## src/rtl/board_irq_regs.vh

```
`ifndef BOARD_IRQ_REGS_VH
`define BOARD_IRQ_REGS_VH

// ********************************************************************
// Register offsets (byte addresses on the 8-bit register port)
// ********************************************************************
`define OFS_MASK_ONE 8'h00
`define OFS_MASK_TWO 8'h04
`define OFS_MASK_THREE 8'h08
`define OFS_MASK_FOUR 8'h0C
`define OFS_REASON 8'h10
`define OFS_VECTOR_BASE 8'h14
`define OFS_HB_CLEAR 8'h18
`define OFS_PRIO_STATUS 8'h1C
`define OFS_PRIO_CTRL_BASE 8'h40
`define OFS_PRIO_CTRL_LAST 8'h88

// ********************************************************************
// Reset values and field positions
// ********************************************************************
`define MASK_RESET 8'hFF
`define VECTOR_BASE_RESET 8'h00
`define LEVEL_MSB 10
`define LEVEL_LSB 8
`define HB_CLEAR_BIT 0

// ********************************************************************
// Timing
// ********************************************************************
`define HB_TIME_NS 1000000
`define CLK_PERIOD_NS 4
`define HB_CYCLES 20'h3D090

`endif

```

## src/rtl/board_interrupt_aggregator.v

```verilog
`timescale 1ns/10ps
`default_nettype none

`include "board_irq_regs.vh"

// Overview of operation
// - Drive six level-sensitive processor interrupt lines
// - Line 3 from mask register one bits 3:0
// - Line 2 from mask register one bits 5:4
// - Line 1 from mask register two bits 2:0
// - Line 0 from registers three and four
// - Mask one disables source, zero enables
// - Masks are write only, never read back
// - Reads return live source state, unmasked
// - Line 0 storage/network/mezzanine/southbridge/levels 1-3
// - Line 2 location monitor and heartbeat
// - Line 3 timers, reset, level 7, interface
// - Line 4 southbridge NMI, line 5 bridge
// - Nineteen sources, each programmable to seven levels
// - Fixed ranking breaks ties between pending requests
// - Reason read launches a local acknowledge cycle
// - Acknowledge returns winner vector and level
// - Winner is highest level enabled active request
// - Level sits in bits 10:8 of result
// - Result returned as reason register read data
// - Backplane requests reach masks via encoded level
module board_interrupt_aggregator #(
  parameter NUM_SRC = 19,
  parameter HB_CNT_W = 20,
  parameter [HB_CNT_W-1:0] HEARTBEAT_CYCLES =
    `HB_CYCLES
)(
  input wire clk,
  input wire rst,
  input wire [7:0] addr,
  input wire [31:0] wrData,
  input wire wrEn,
  input wire rdEn,
  output reg [31:0] rdData,
  input wire intervalTimerReq,
  input wire backplaneResetReq,
  input wire periodicTimerReq,
  input wire locMonitorReq,
  input wire mezzIntaReq,
  input wire storageReq,
  input wire networkReq,
  input wire [3:0] mezzOtherReq,
  input wire southbridgeReq,
  input wire southNmiReq,
  input wire hostBridgeReq,
  input wire [NUM_SRC-1:0] prioSrcReq,
  output reg [5:0] cpuIrq,
  output reg [2:0] encodedPriorityLines,
  output reg localIack
);

  // ******************************************************************
  // Functions
  // ******************************************************************
  // One decoded level per call keeps the bit map easy to audit; levels 4 and 5 share a status bit.
  function lvlHit;
    input [2:0] lvl;
    input [2:0] k;
    begin
      lvlHit = (lvl == k);
    end
  endfunction

  function [7:0] regWord;
    input [31:0] d;
    begin
      regWord = d[7:0];
    end
  endfunction

  // ******************************************************************
  // Input synchronisers
  // ******************************************************************
  localparam IN_W = 14 + NUM_SRC;

  wire [IN_W-1:0] rawIn;
  reg [IN_W-1:0] sync1_ff;
  reg [IN_W-1:0] sync2_ff;

  assign rawIn = {prioSrcReq, hostBridgeReq, southNmiReq,
    southbridgeReq, mezzOtherReq, networkReq, storageReq,
    mezzIntaReq, locMonitorReq, periodicTimerReq,
    backplaneResetReq, intervalTimerReq};

  // Every source is asynchronous to the board clock, so each one pays
  // two cycles of latency here before any decode may look at it.
  always @(posedge clk or posedge rst)
  begin
    if (rst)
    begin
      sync1_ff <= {IN_W{1'b0}};
      sync2_ff <= {IN_W{1'b0}};
    end
    else
    begin
      sync1_ff <= rawIn;
      sync2_ff <= sync1_ff;
    end
  end

  wire sIntervalTimer = sync2_ff[0];
  wire sBackplaneReset = sync2_ff[1];
  wire sPeriodicTimer = sync2_ff[2];
  wire sLocMonitor = sync2_ff[3];
  wire sMezzInta = sync2_ff[4];
  wire sStorage = sync2_ff[5];
  wire sNetwork = sync2_ff[6];
  wire [3:0] sMezzOther = sync2_ff[10:7];
  wire sSouthbridge = sync2_ff[11];
  wire sSouthNmi = sync2_ff[12];
  wire sHostBridge = sync2_ff[13];
  wire [NUM_SRC-1:0] sPrioSrc = sync2_ff[IN_W-1:14];

  // ******************************************************************
  // Register decode
  // ******************************************************************
  wire wrMask1 = wrEn && (addr == `OFS_MASK_ONE);
  wire wrMask2 = wrEn && (addr == `OFS_MASK_TWO);
  wire wrMask3 = wrEn && (addr == `OFS_MASK_THREE);
  wire wrMask4 = wrEn && (addr == `OFS_MASK_FOUR);
  wire wrVecBase = wrEn && (addr == `OFS_VECTOR_BASE);
  // The clear needs bit 0 set, so a stray zero write to this location
  // leaves a pending heartbeat request alone.
  wire wrHbClear = wrEn && (addr == `OFS_HB_CLEAR) &&
    wrData[`HB_CLEAR_BIT];
  wire rdReason = rdEn && (addr == `OFS_REASON);
  wire prioCtrlHit = (addr >= `OFS_PRIO_CTRL_BASE) &&
    (addr <= `OFS_PRIO_CTRL_LAST) && (addr[1:0] == 2'b00);
  // Each control word has its own 32-bit slot, so the source index is
  // the distance from the first slot divided by four.
  wire [7:0] prioOfs = addr - `OFS_PRIO_CTRL_BASE;
  wire [5:0] prioIdx = prioOfs[7:2];

  // ******************************************************************
  // Mask and control registers
  // ******************************************************************
  reg [7:0] mask1_ff;
  reg [7:0] mask2_ff;
  reg [7:0] mask3_ff;
  reg [7:0] mask4_ff;
  reg [7:0] vecBase_ff;
  reg [2:0] prioLevel_ff [0:NUM_SRC-1];
  integer i;

  // A one written to a mask bit blocks the source, zero opens it.
  // Writes to unmapped addresses match no decode and change nothing.
  always @(posedge clk or posedge rst)
  begin
    if (rst)
    begin
      mask1_ff <= `MASK_RESET;
      mask2_ff <= `MASK_RESET;
      mask3_ff <= `MASK_RESET;
      mask4_ff <= `MASK_RESET;
      vecBase_ff <= `VECTOR_BASE_RESET;
    end
    else
    begin
      if (wrMask1)
        mask1_ff <= regWord(wrData);
      if (wrMask2)
        mask2_ff <= regWord(wrData);
      if (wrMask3)
        mask3_ff <= regWord(wrData);
      if (wrMask4)
        mask4_ff <= regWord(wrData);
      if (wrVecBase)
        vecBase_ff <= regWord(wrData);
    end
  end

  // Level zero parks a source; levels one to seven are live.
  always @(posedge clk or posedge rst)
  begin
    if (rst)
    begin
      for (i = 0; i < NUM_SRC; i = i + 1)
        prioLevel_ff[i] <= 3'h0;
    end
    else if (wrEn && prioCtrlHit)
    begin
      for (i = 0; i < NUM_SRC; i = i + 1)
        if (prioIdx == i[5:0])
          prioLevel_ff[i] <= wrData[2:0];
    end
  end

  // ******************************************************************
  // Priority unit
  // ******************************************************************
  reg [2:0] winLevel;
  reg [4:0] winIdx;
  reg winValid;
  integer j;

  // Scanning upward with >= lets the higher rank take a tie, so the
  // ranking stays fixed and cannot be reprogrammed.
  // The compare chain grows with NUM_SRC; a much larger source count
  // would need this scan split over two cycles.
  always @*
  begin
    winLevel = 3'h0;
    winIdx = 5'h00;
    winValid = 1'b0;
    for (j = 0; j < NUM_SRC; j = j + 1)
    begin
      if (sPrioSrc[j] && (prioLevel_ff[j] != 3'h0) &&
          (prioLevel_ff[j] >= winLevel))
      begin
        winLevel = prioLevel_ff[j];
        winIdx = j[4:0];
        winValid = 1'b1;
      end
    end
  end

  // Bits 4:0 of the vector name the winning source and only bits 7:5
  // of the base reach it; lower base bits are only stored and read back.
  wire [7:0] winVector = {vecBase_ff[7:5], winIdx};
  reg [31:0] reasonWord;

  // The level gets a field of its own above the vector, so software
  // reads both from one word without a second access.
  always @*
  begin
    reasonWord = {24'h000000, winVector};
    reasonWord[`LEVEL_MSB:`LEVEL_LSB] = winLevel;
  end

  // Level and acknowledge leave through flops, so the far side sees
  // clean levels and a one-cycle strobe beside the reason data.
  always @(posedge clk or posedge rst)
  begin
    if (rst)
    begin
      encodedPriorityLines <= 3'h0;
      localIack <= 1'b0;
    end
    else
    begin
      encodedPriorityLines <= winValid ? winLevel : 3'h0;
      localIack <= rdReason;
    end
  end

  // ******************************************************************
  // Heartbeat timer
  // ******************************************************************
  reg [HB_CNT_W-1:0] hbCnt_ff;
  reg hbReq_ff;
  wire hbTick = (hbCnt_ff == HEARTBEAT_CYCLES - 1'b1);

  // The tick period is a parameter so a test can shorten the one
  // millisecond interval to a few thousand cycles.
  // A tick landing on the clear write keeps the request pending.
  always @(posedge clk or posedge rst)
  begin
    if (rst)
    begin
      hbCnt_ff <= {HB_CNT_W{1'b0}};
      hbReq_ff <= 1'b0;
    end
    else
    begin
      hbCnt_ff <= hbTick ? {HB_CNT_W{1'b0}} : hbCnt_ff + 1'b1;
      if (hbTick)
        hbReq_ff <= 1'b1;
      else if (wrHbClear)
        hbReq_ff <= 1'b0;
    end
  end

  // ******************************************************************
  // Source status words
  // ******************************************************************
  wire [2:0] lvl = encodedPriorityLines;
  wire [7:0] stat1;
  wire [7:0] stat2;
  wire [7:0] stat3;
  wire [7:0] stat4;

  // Backplane requests and interface events arrive only as an encoded
  // level, so a status bit shows whichever level is being driven.
  // Bits above each register's last source always read as zero.
  assign stat1 = {2'b00, hbReq_ff, sLocMonitor,
    sPeriodicTimer, lvlHit(lvl, 3'h7),
    sBackplaneReset, sIntervalTimer};
  assign stat2 = {5'h00, lvlHit(lvl, 3'h6),
    lvlHit(lvl, 3'h5) | lvlHit(lvl, 3'h4), sMezzInta};
  assign stat3 = {lvlHit(lvl, 3'h1), sSouthbridge,
    sMezzOther, sNetwork, sStorage};
  assign stat4 = {6'h00, lvlHit(lvl, 3'h3),
    lvlHit(lvl, 3'h2)};

  // ******************************************************************
  // Processor interrupt lines
  // ******************************************************************
  wire [7:0] live1 = stat1 & ~mask1_ff;
  wire [7:0] live2 = stat2 & ~mask2_ff;
  wire [7:0] live3 = stat3 & ~mask3_ff;
  wire [7:0] live4 = stat4 & ~mask4_ff;

  // Lines come from flops so a glitch in the status decode never
  // reaches the processor, at the price of one more cycle of latency.
  always @(posedge clk or posedge rst)
  begin
    if (rst)
      cpuIrq <= 6'h00;
    else
    begin
      cpuIrq[0] <= |live3 | (|live4[1:0]);
      cpuIrq[1] <= |live2[2:0];
      cpuIrq[2] <= |live1[5:4];
      cpuIrq[3] <= |live1[3:0];
      cpuIrq[4] <= sSouthNmi;
      cpuIrq[5] <= sHostBridge;
    end
  end

  // ******************************************************************
  // Read path
  // ******************************************************************
  reg [31:0] nxt_rdData;
  integer r;

  // Mask locations answer with the raw sources; the stored masks have
  // no read path at all.
  // Unmapped addresses read as zero rather than a stale value.
  always @*
  begin
    nxt_rdData = 32'h00000000;
    if (rdEn)
    begin
      case (addr)
        `OFS_MASK_ONE: nxt_rdData = {24'h000000, stat1};
        `OFS_MASK_TWO: nxt_rdData = {24'h000000, stat2};
        `OFS_MASK_THREE: nxt_rdData = {24'h000000, stat3};
        `OFS_MASK_FOUR: nxt_rdData = {24'h000000, stat4};
        `OFS_REASON: nxt_rdData = reasonWord;
        `OFS_VECTOR_BASE: nxt_rdData = {24'h000000, vecBase_ff};
        `OFS_PRIO_STATUS:
          nxt_rdData = {23'h000000, winValid, 3'h0, winIdx};
        default:
        begin
          if (prioCtrlHit)
          begin
            for (r = 0; r < NUM_SRC; r = r + 1)
              if (prioIdx == r[5:0])
                nxt_rdData = {29'h00000000, prioLevel_ff[r]};
          end
        end
      endcase
    end
  end

  // The reason word is frozen at the acknowledge edge, so a source that
  // drops afterwards cannot change the vector already handed out.
  always @(posedge clk or posedge rst)
  begin
    if (rst)
      rdData <= 32'h00000000;
    else
      rdData <= nxt_rdData;
  end

endmodule // board_interrupt_aggregator

`default_nettype wire

```

## config.mk

```make
export PLATFORM = sky130hd
export DESIGN_NAME = board_interrupt_aggregator
export DESIGN_NICKNAME = d
export VERILOG_FILES = /design/src/rtl/board_interrupt_aggregator.v
export VERILOG_INCLUDE_DIRS = /design/src /design/src/rtl
export SDC_FILE = /design/constraint.sdc
export NUM_CORES = 1
export LEC_CHECK = 0
export BUFFER_PORTS_ARGS = -buffer_cell sky130_fd_sc_hd__buf_2
export CORE_MARGIN = 2
export CORE_UTILIZATION = 44
export CTS_BUF_LIST = sky130_fd_sc_hd__clkbuf_8
export DETAILED_ROUTE_END_ITERATION = 16
export GPL_TIMING_DRIVEN = 0
export HOLD_SLACK_MARGIN = 0.12
export PLACE_DENSITY = 0.7
export SLEW_MARGIN = 40
export SYNTH_ARGS = -nofsm -noshare
export SYNTH_HDL_FRONTEND = slang
export SYNTH_SLANG_ARGS = --single-unit
```

## constraint.sdc

```tcl
create_clock -name clk -period 75.9 [get_ports clk]
set_input_delay 3.795 -clock clk [delete_from_list [all_inputs] [get_ports clk]]
set_output_delay 3.795 -clock clk [all_outputs]
set_load 0.1 [all_outputs]
```

**Yosys cells after proc, flatten, opt, wreduce, memory -nomap -nowiden**

Index checks and enable logic that the tools add are counted.

- Register bits: 213
- Input bits: 77
- Output and inout port bits: 42
- Logic and storage cells: 276

- $add $sub $neg: 2
- Magnitude comparators: 21
- Equal/unequal tests: 33
- Multiplexer cells: 82
- Bitwise logic cells: 10
- Reductions and logical operators: 96

Operator list:

| operator | number |
|---|---|
| 2-to-1 mux 32 bit | 20 |
| case mux 32 bit (7 select lines) | 1 |
| 2-to-1 mux 5 bit | 17 |
| 2-to-1 mux 3 bit | 21 |
| nonzero test 3 bit | 19 |
| >= comparator 3 bit | 18 |
| logical AND 1 bit | 49 |
| == test 6 x 4 -> 1 bit, second input constant | 8 |
| AND reduction 2 bit | 19 |
| == test 8 x 5 -> 1 bit, second input constant | 4 |
| == test 6 x 3 -> 1 bit, second input constant | 4 |
| 2-to-1 mux 1 bit | 22 |
| adder 20 x 1 -> 20 bit, second input constant | 1 |
| == test 20 x 18 -> 1 bit, second input constant | 1 |
| 2-to-1 mux 20 bit | 1 |
| == test 6 x 5 -> 1 bit, second input constant | 3 |
| == test 8 x 4 -> 1 bit, second input constant | 2 |
| == test 3 bit, second input constant | 4 |
| == test 6 x 2 -> 1 bit, second input constant | 2 |
| bitwise AND 8 bit | 1 |
| == test 8 x 3 -> 1 bit, second input constant | 1 |
| >= comparator 8 x 7 -> 1 bit, second input constant | 1 |
| less-or-equal comparator 8 bit, second input constant | 1 |
| logical NOT 8 bit | 1 |
| other kinds (20) | 23 |

**Depth between registers and ports, before layout**

- Depth in word-level cells: 60
- Depth in mapped cells: 137
- Mapped depth without buffers: 137

**Worst setup path before layout**

Ideal clock, no wire load.

- Path kind: register to register
- Start point: register sync2_ff[14]
- End point: register rdData[8]
- Library setup time: 136 ps
- Arrival time: 24826 ps
- Required time: 75764 ps
- Setup slack: 50938 ps
- Stages on the path, launching flop included: 134
- Path buffers: 1
- Period minus slack after synthesis: 24962 ps
- Path through: dfrtp_1 and2_1 ha_1 nor2b_1 o21ai_2 nand2_1 nand2_1 o21ai_0 ha_1 nand2b_1 nand2_1 o32ai_1 a41oi_1 a21boi_0 mux2_2 ha_1 nand2b_1 or2_2 [... 98 more ...] mux2_2 and2_1 ha_1 nand2b_1 maj3_1 a2111o_1 nand3_2 or2_1 buf_4 mux2i_1 ha_1 a21o_1 a21oi_1 nor2b_1 o31ai_1 o211ai_1 o31ai_1 o211ai_1

- Longest elaborated chain between the ends: 59
- Elaborated cells between the ends (all ways): 78
- Classes of those cells: order compare (18); mux (40); reduce/logical (20)

RTL lines:

| what | RTL line | RTL |
|---|---|---|
| from (decl) | board_interrupt_aggregator.v:83 | `reg [IN_W-1:0] sync2_ff;` |
| from (signal assigned) | board_interrupt_aggregator.v:97 | `sync2_ff <= {IN_W{1'b0}};` |
| from (signal assigned) | board_interrupt_aggregator.v:102 | `sync2_ff <= sync1_ff;` |
| logical AND 1 bit (*) (2 in a row) | board_interrupt_aggregator.v:212 | `if (sPrioSrc[j] && (prioLevel_ff[j] != 3'h0) &&` |
| 2-to-1 mux 3 bit | board_interrupt_aggregator.v:212 |  |
| >= comparator 3 bit | board_interrupt_aggregator.v:213 | `(prioLevel_ff[j] >= winLevel))` |
| logical AND 1 bit | board_interrupt_aggregator.v:212 |  |
| 2-to-1 mux 3 bit | board_interrupt_aggregator.v:212 |  |
| >= comparator 3 bit | board_interrupt_aggregator.v:213 |  |
| logical AND 1 bit | board_interrupt_aggregator.v:212 |  |
| 2-to-1 mux 3 bit | board_interrupt_aggregator.v:212 |  |
| [... 43 more ...] | - |  |
| logical AND 1 bit | board_interrupt_aggregator.v:212 |  |
| 2-to-1 mux 3 bit | board_interrupt_aggregator.v:212 |  |
| >= comparator 3 bit | board_interrupt_aggregator.v:213 |  |
| logical AND 1 bit | board_interrupt_aggregator.v:212 |  |
| 2-to-1 mux 1 bit or 2-to-1 mux 3 bit (tied branches) | board_interrupt_aggregator.v:212 |  |
| case mux 32 bit (7 select lines) (*) | board_interrupt_aggregator.v:339 | `case (addr)` |
| 2-to-1 mux 32 bit (*) | board_interrupt_aggregator.v:337 | `if (rdEn)` |
| named net nxt_rdData[8] | board_interrupt_aggregator.v:328 | `reg [31:0] nxt_rdData;` |
| to (signal assigned) | board_interrupt_aggregator.v:368 | `rdData <= nxt_rdData;` |
| to (decl) | board_interrupt_aggregator.v:39 | `output reg [31:0] rdData,` |

Mark *: on every way through the listed nets, which the timed path passes. The rest lies on a longest branch.
A chain may end at the register's enable or synchronous reset.

**Worst setup path after layout**

- Start point: register prioLevel_ff[54] (netlist name)
- End point: register rdData[8]

- Longest elaborated chain between the ends: 60
- Elaborated cells between the ends (all ways): 80
- Classes of those cells: order compare (19); mux (40); reduce/logical (21)

RTL lines:

| what | RTL line | RTL |
|---|---|---|
| from (decl) | board_interrupt_aggregator.v:147 | `reg [2:0] prioLevel_ff [0:NUM_SRC-1];` |
| from (signal, indexed assignment) | board_interrupt_aggregator.v:189 | `prioLevel_ff[i] <= wrData[2:0];` |
| branches (longest 58 deep; another with >= comparator 3 x 1 -> 1 bit) | - |  |
| case mux 32 bit (7 select lines) (*) | board_interrupt_aggregator.v:339 |  |
| 2-to-1 mux 32 bit (*) | board_interrupt_aggregator.v:337 |  |
| named net nxt_rdData[8] | board_interrupt_aggregator.v:328 |  |

Mark *: on every way through the listed nets, which the timed path passes.

==> out/results.txt <==
The run finished with clean final reports. The sequential cells in the finished layout cover a total of 4830 µm². The startpoint type of the worst setup path was a flip-flop. The portion of synthesized cell area occupied by the leading cell type is 42.2%. The synthesized design contains 192 register bits.

For the number of hold violations in the final report, the log shows 0. The top cell type by total area after synthesis was dfrtp_1. Category of the critical setup timing path: reg -> reg. The initial core utilization is 45.0%, and the number of flops mapped to enable cells by yosys is 0. Adding up every negative setup slack in the final design gives 0 ns.

Relative to the synthesized area, the layout overhead comes to 13.4%. Dividing the detail-routed wire length by the instance count gives 17.0 µm. The pre-CTS setup slack was 48.11 ns; the total internal power was 0.145 mW. The maximum operating frequency came out at 0.0355 GHz. The run gives 0 as the antenna cell count.

In the post-route analysis, the smallest setup slack over all paths is 47.72 ns. The count of instances resized after the clock tree is built is 0. The worst path needs 28.18 ns of the cycle, external delays included. The number of vias in the routed layout was 8,230.

The HPWL after detailed placement is 18,600 µm. The tools report the area of combinational cells with multiple inputs as 5110 µm². VDD sags by at most 0.0137 mV. The power density over cell area is 19.1 nW/µm². Summed over all nets, the switching power comes to 0.0769 mW.

Iteration count of the initial detailed-routing pass: 5. The run gives 0 as the max-slew violation total from the final report. After synthesis the cells add up to 10,300 µm². The most congested layer reported by global routing is met2. Entering global routing, the biggest net connects 72 pins. Global routing finished with a remaining overflow of 0. From bottom edge to top edge, the die measures 157 µm. Clock-pin slew was measured on the worst setup and hold paths at 0.13 ns. Setup repair after global routing left no endpoint under its margin. Clock skew on the completed layout was measured at 0.0200 ns. Clock tree synthesis inserted a total of 17 buffers. The critical path's largest stage delay was 0.45 ns; the post-synthesis instance total was 1,025. The number of I/O port buffers is 72. The die outline width was 157 µm. Across the run, the number of max-cap violations was 0.

The tools report the timing startpoint of the critical path as prioLevel_ff[54]$_DFFE_PP0P_. The analysis attributes to cell leakage a power of 5.20 nW. For the post-route antenna net violation count, the log shows 0. The startpoint identified for the worst hold timing path is sync1_ff[1]$_DFF_PP0_. The cell seen most often among critical-path stages is ha_1. Worst path arrival time: 28.56 ns.

After synthesis, the mean cell area works out to 10.0 µm². For the worst-skew pair, the clock arrives at the later sink with an insertion delay of 0.50 ns. The number of hold buffers added after CTS was 0. After detailed routing, the number of remaining DRC violations is 0.

The met2 track demand over resource in global routing is 33.5%. The run gives 40,600 µm as the global-route wire length before repair. The worst hold path belongs to the class reg -> reg. CTS placed an instance of clkbuf_8 at the clock tree root.

The run gives 29.0% as the fraction of met1 tracks used by global routing. The floorplan step defined a die boundary enclosing 24,600 µm². The I/O pin total came out at 119. The global placement routability congestion is 0.906, and the number of synthesis warnings is 0. The sequential fraction of the synthesis area is 47.1%, and the total track usage is 20.9%.

After synthesis, the cell types taking the most area are dfrtp_1, mux2_2, dfstp_2. The final worst-path cycle share works out to 37.1%. The proportion of total power due to net switching is 34.6%, and the worst endpoint required time is 76.28 ns. In the final layout, the share of cells above drive strength 1 is 21.9%. Sort of element at the end of the critical path: a flip-flop.

The final layout net count came out at 1,241. The final setup violation count is 0, and the via count normalized by instance count is 5.62. Number of global-route vias before repair: 7,888.

The proportion of synthesized flip-flops having asynchronous set or reset is 100%. For this block, the initial DRC count from the detailed router was 616. For the number of antenna violations at the first check in global routing, the log shows 0. The startpoint identified for the worst register-to-register timing path is prioLevel_ff[54]$_DFFE_PP0P_. TritonCTS built the clock tree. In this run the tightest slew margin relative to its limit is 53.9%.

CTS saw 192 sinks. The number of setup buffers added after CTS is 0. Of the total power, registers draw 49.6%. The logs give 24,900 µm for the routed wire length and 93 for the number of distinct standard cells referenced by the synthesized netlist. For the combinational group share of total power, the log shows 15.6%. In the synthesized netlist the dominant register cell turns out to be dfrtp_1.

For met3 alone, demand over resource in global routing was 3.93%. The H-tree was split into 4 levels. In this run the worst path has a maximum fanout of 9. The core region is 22,800 µm². Fill cells in the final layout number 2,041.

The critical path's slowest cell is o311ai_2. Counting along the longest clock path gives a buffer depth of 2. The share of total power dissipated in the clock network is 34.8%. In this run the core area contains 55 standard-cell rows.

Slew at the pin closest to its max-slew limit: 0.690 ns.
synth_stat cells (10+ instances only):
cell type,number
nor2b_1,11
a22oi_1,18
clkbuf_1,15
dfstp_2,19
nor2_1,91
mux2_2,65
buf_4,22
nand2b_1,27
ha_1,26
o21ai_0,64
nand2_1,114
dfrtp_1,173
nor3_1,14
o21a_1,15
and2_1,18
and3_1,13
nand3_1,23
a21oi_1,39
inv_1,46
o31ai_1,10
worst paths after layout:
check | endpoint | slack (ns) | depth (start not counted)
min | sync2_ff[1]$_DFF_PP0_ | 0.35 | 0
max in group asynchronous | mask4_ff[1]$_DFFE_PP1P_ | 71.58 | 4
max | rdData[8]$_DFF_PP0_ | 47.72 | 130
min in group asynchronous | sync1_ff[13]$_DFF_PP0_ | 3.28 | 2
max reg2reg | rdData[8]$_DFF_PP0_ | 47.72 | 130
min reg2reg | sync2_ff[1]$_DFF_PP0_ | 0.35 | 0
logic make-up after synthesis:
group | synth area share (%)
buf+inv | 3.99
xor+xnor | 1.37
mux | 8.29
other cells | 0.0366
simple gates | 16.9
compound gates | 18.2
fa+ha+maj | 4.06
flops | 47.1
cell type report:
type                    instances  share of cell area [%]
flip-flops and latches        192                    41.5
clock inverters                15                    2.04
multi-input cells             768                    43.9
plain buffers                  39                    2.03
clock buffers                  17                    2.01
well taps                     313                    3.37
inverters                      46                    1.55
repair buffers                 74                    3.57
worst max-delay path, delay by kind of cell (launching register included):
kind	cells	cell delay [ns]
AO/OA/AOI/OAI	48	10.22
adder cells (fa/ha/maj)	23	6.69
AND/OR/NAND/NOR	46	6.66
multiplexers	11	3.83
flip-flops	1	0.44
buffers and inverters	2	0.20
power by group through the flow:
stage | Combinational (mW) | Sequential (mW) | Clock (mW)
after global placement | 0.0334 | 0.112 | 0
final | 0.0346 | 0.110 | 0.0773
after detailed placement | 0.0343 | 0.112 | 0
after global routing | 0.0378 | 0.111 | 0.0841
after floorplan | 0.0219 | 0.115 | 0
after CTS | 0.0345 | 0.110 | 0.0791
stage by stage:
step / util [%] / instance area (µm²) / hold WS (ns) / total power [mW] / cells
6_report: 51.1 / 11600 / 0.350 / 0.222 / 1464
5_1_grt: 51.1 / 11600 / 0.358 / 0.233 / 1464
4_1_cts: 51.0 / 11600 / 0.351 / 0.224 / 1464
3_5_place_dp: 49.0 / 11200 / 0.335 / 0.146 / 1432
3_3_place_gp: 48.7 / 11100 / 0.333 / 0.145 / 1430
2_1_floorplan: - / 10300 / 0.331 / 0.137 / 1045
sequential cells by signal, summed over array words and instances (netlist names):
register              count
prioLevel_ff             57
sync1_ff                 33
sync2_ff                 33
hbCnt_ff                 20
rdData                   11
mask3_ff                  8
vecBase_ff                8
cpuIrq                    6
mask1_ff                  6
encodedPriorityLines      3
mask2_ff                  3
mask4_ff                  2
hbReq_ff                  1
localIack                 1
cell usage in the layout, fill, tap and decap left out, types with 6 or more instances in the layout:
cell type,instances
inv_1,45
and3_1,13
nor2b_1,11
clkbuf_1,15
a211oi_1,6
conb_1,21
buf_2,72
nor2_1,91
mux2i_1,6
and2_1,18
dfstp_2,19
maj3_1,8
clkbuf_8,17
nand3_1,23
dfrtp_1,173
buf_4,22
a31oi_1,9
nand2_1,114
o31ai_1,9
mux2_2,65
o21ai_0,64
o211ai_1,9
o21a_1,15
a22oi_1,18
ha_1,26
nor3_1,14
nand2b_1,27
inv_12,6
nand4_1,9
a221oi_1,8
a21oi_1,39
xor2_1,7
xnor2_1,9
nor4_1,7
per-layer routing:
| metal | routed length (µm) | vias to the layer above | share of wire (%) |
|---|---|---|---|
| li1 | - | 3906 | - |
| met1 | 11500 | 4041 | 46 |
| met2 | 11600 | 246 | 47 |
| met3 | 1290 | 37 | 5.2 |
| met4 | 454 | 0 | 1.8 |
| met5 | 0 | - | 0 |
No activity file was read; power rests on OpenSTA's default activity.
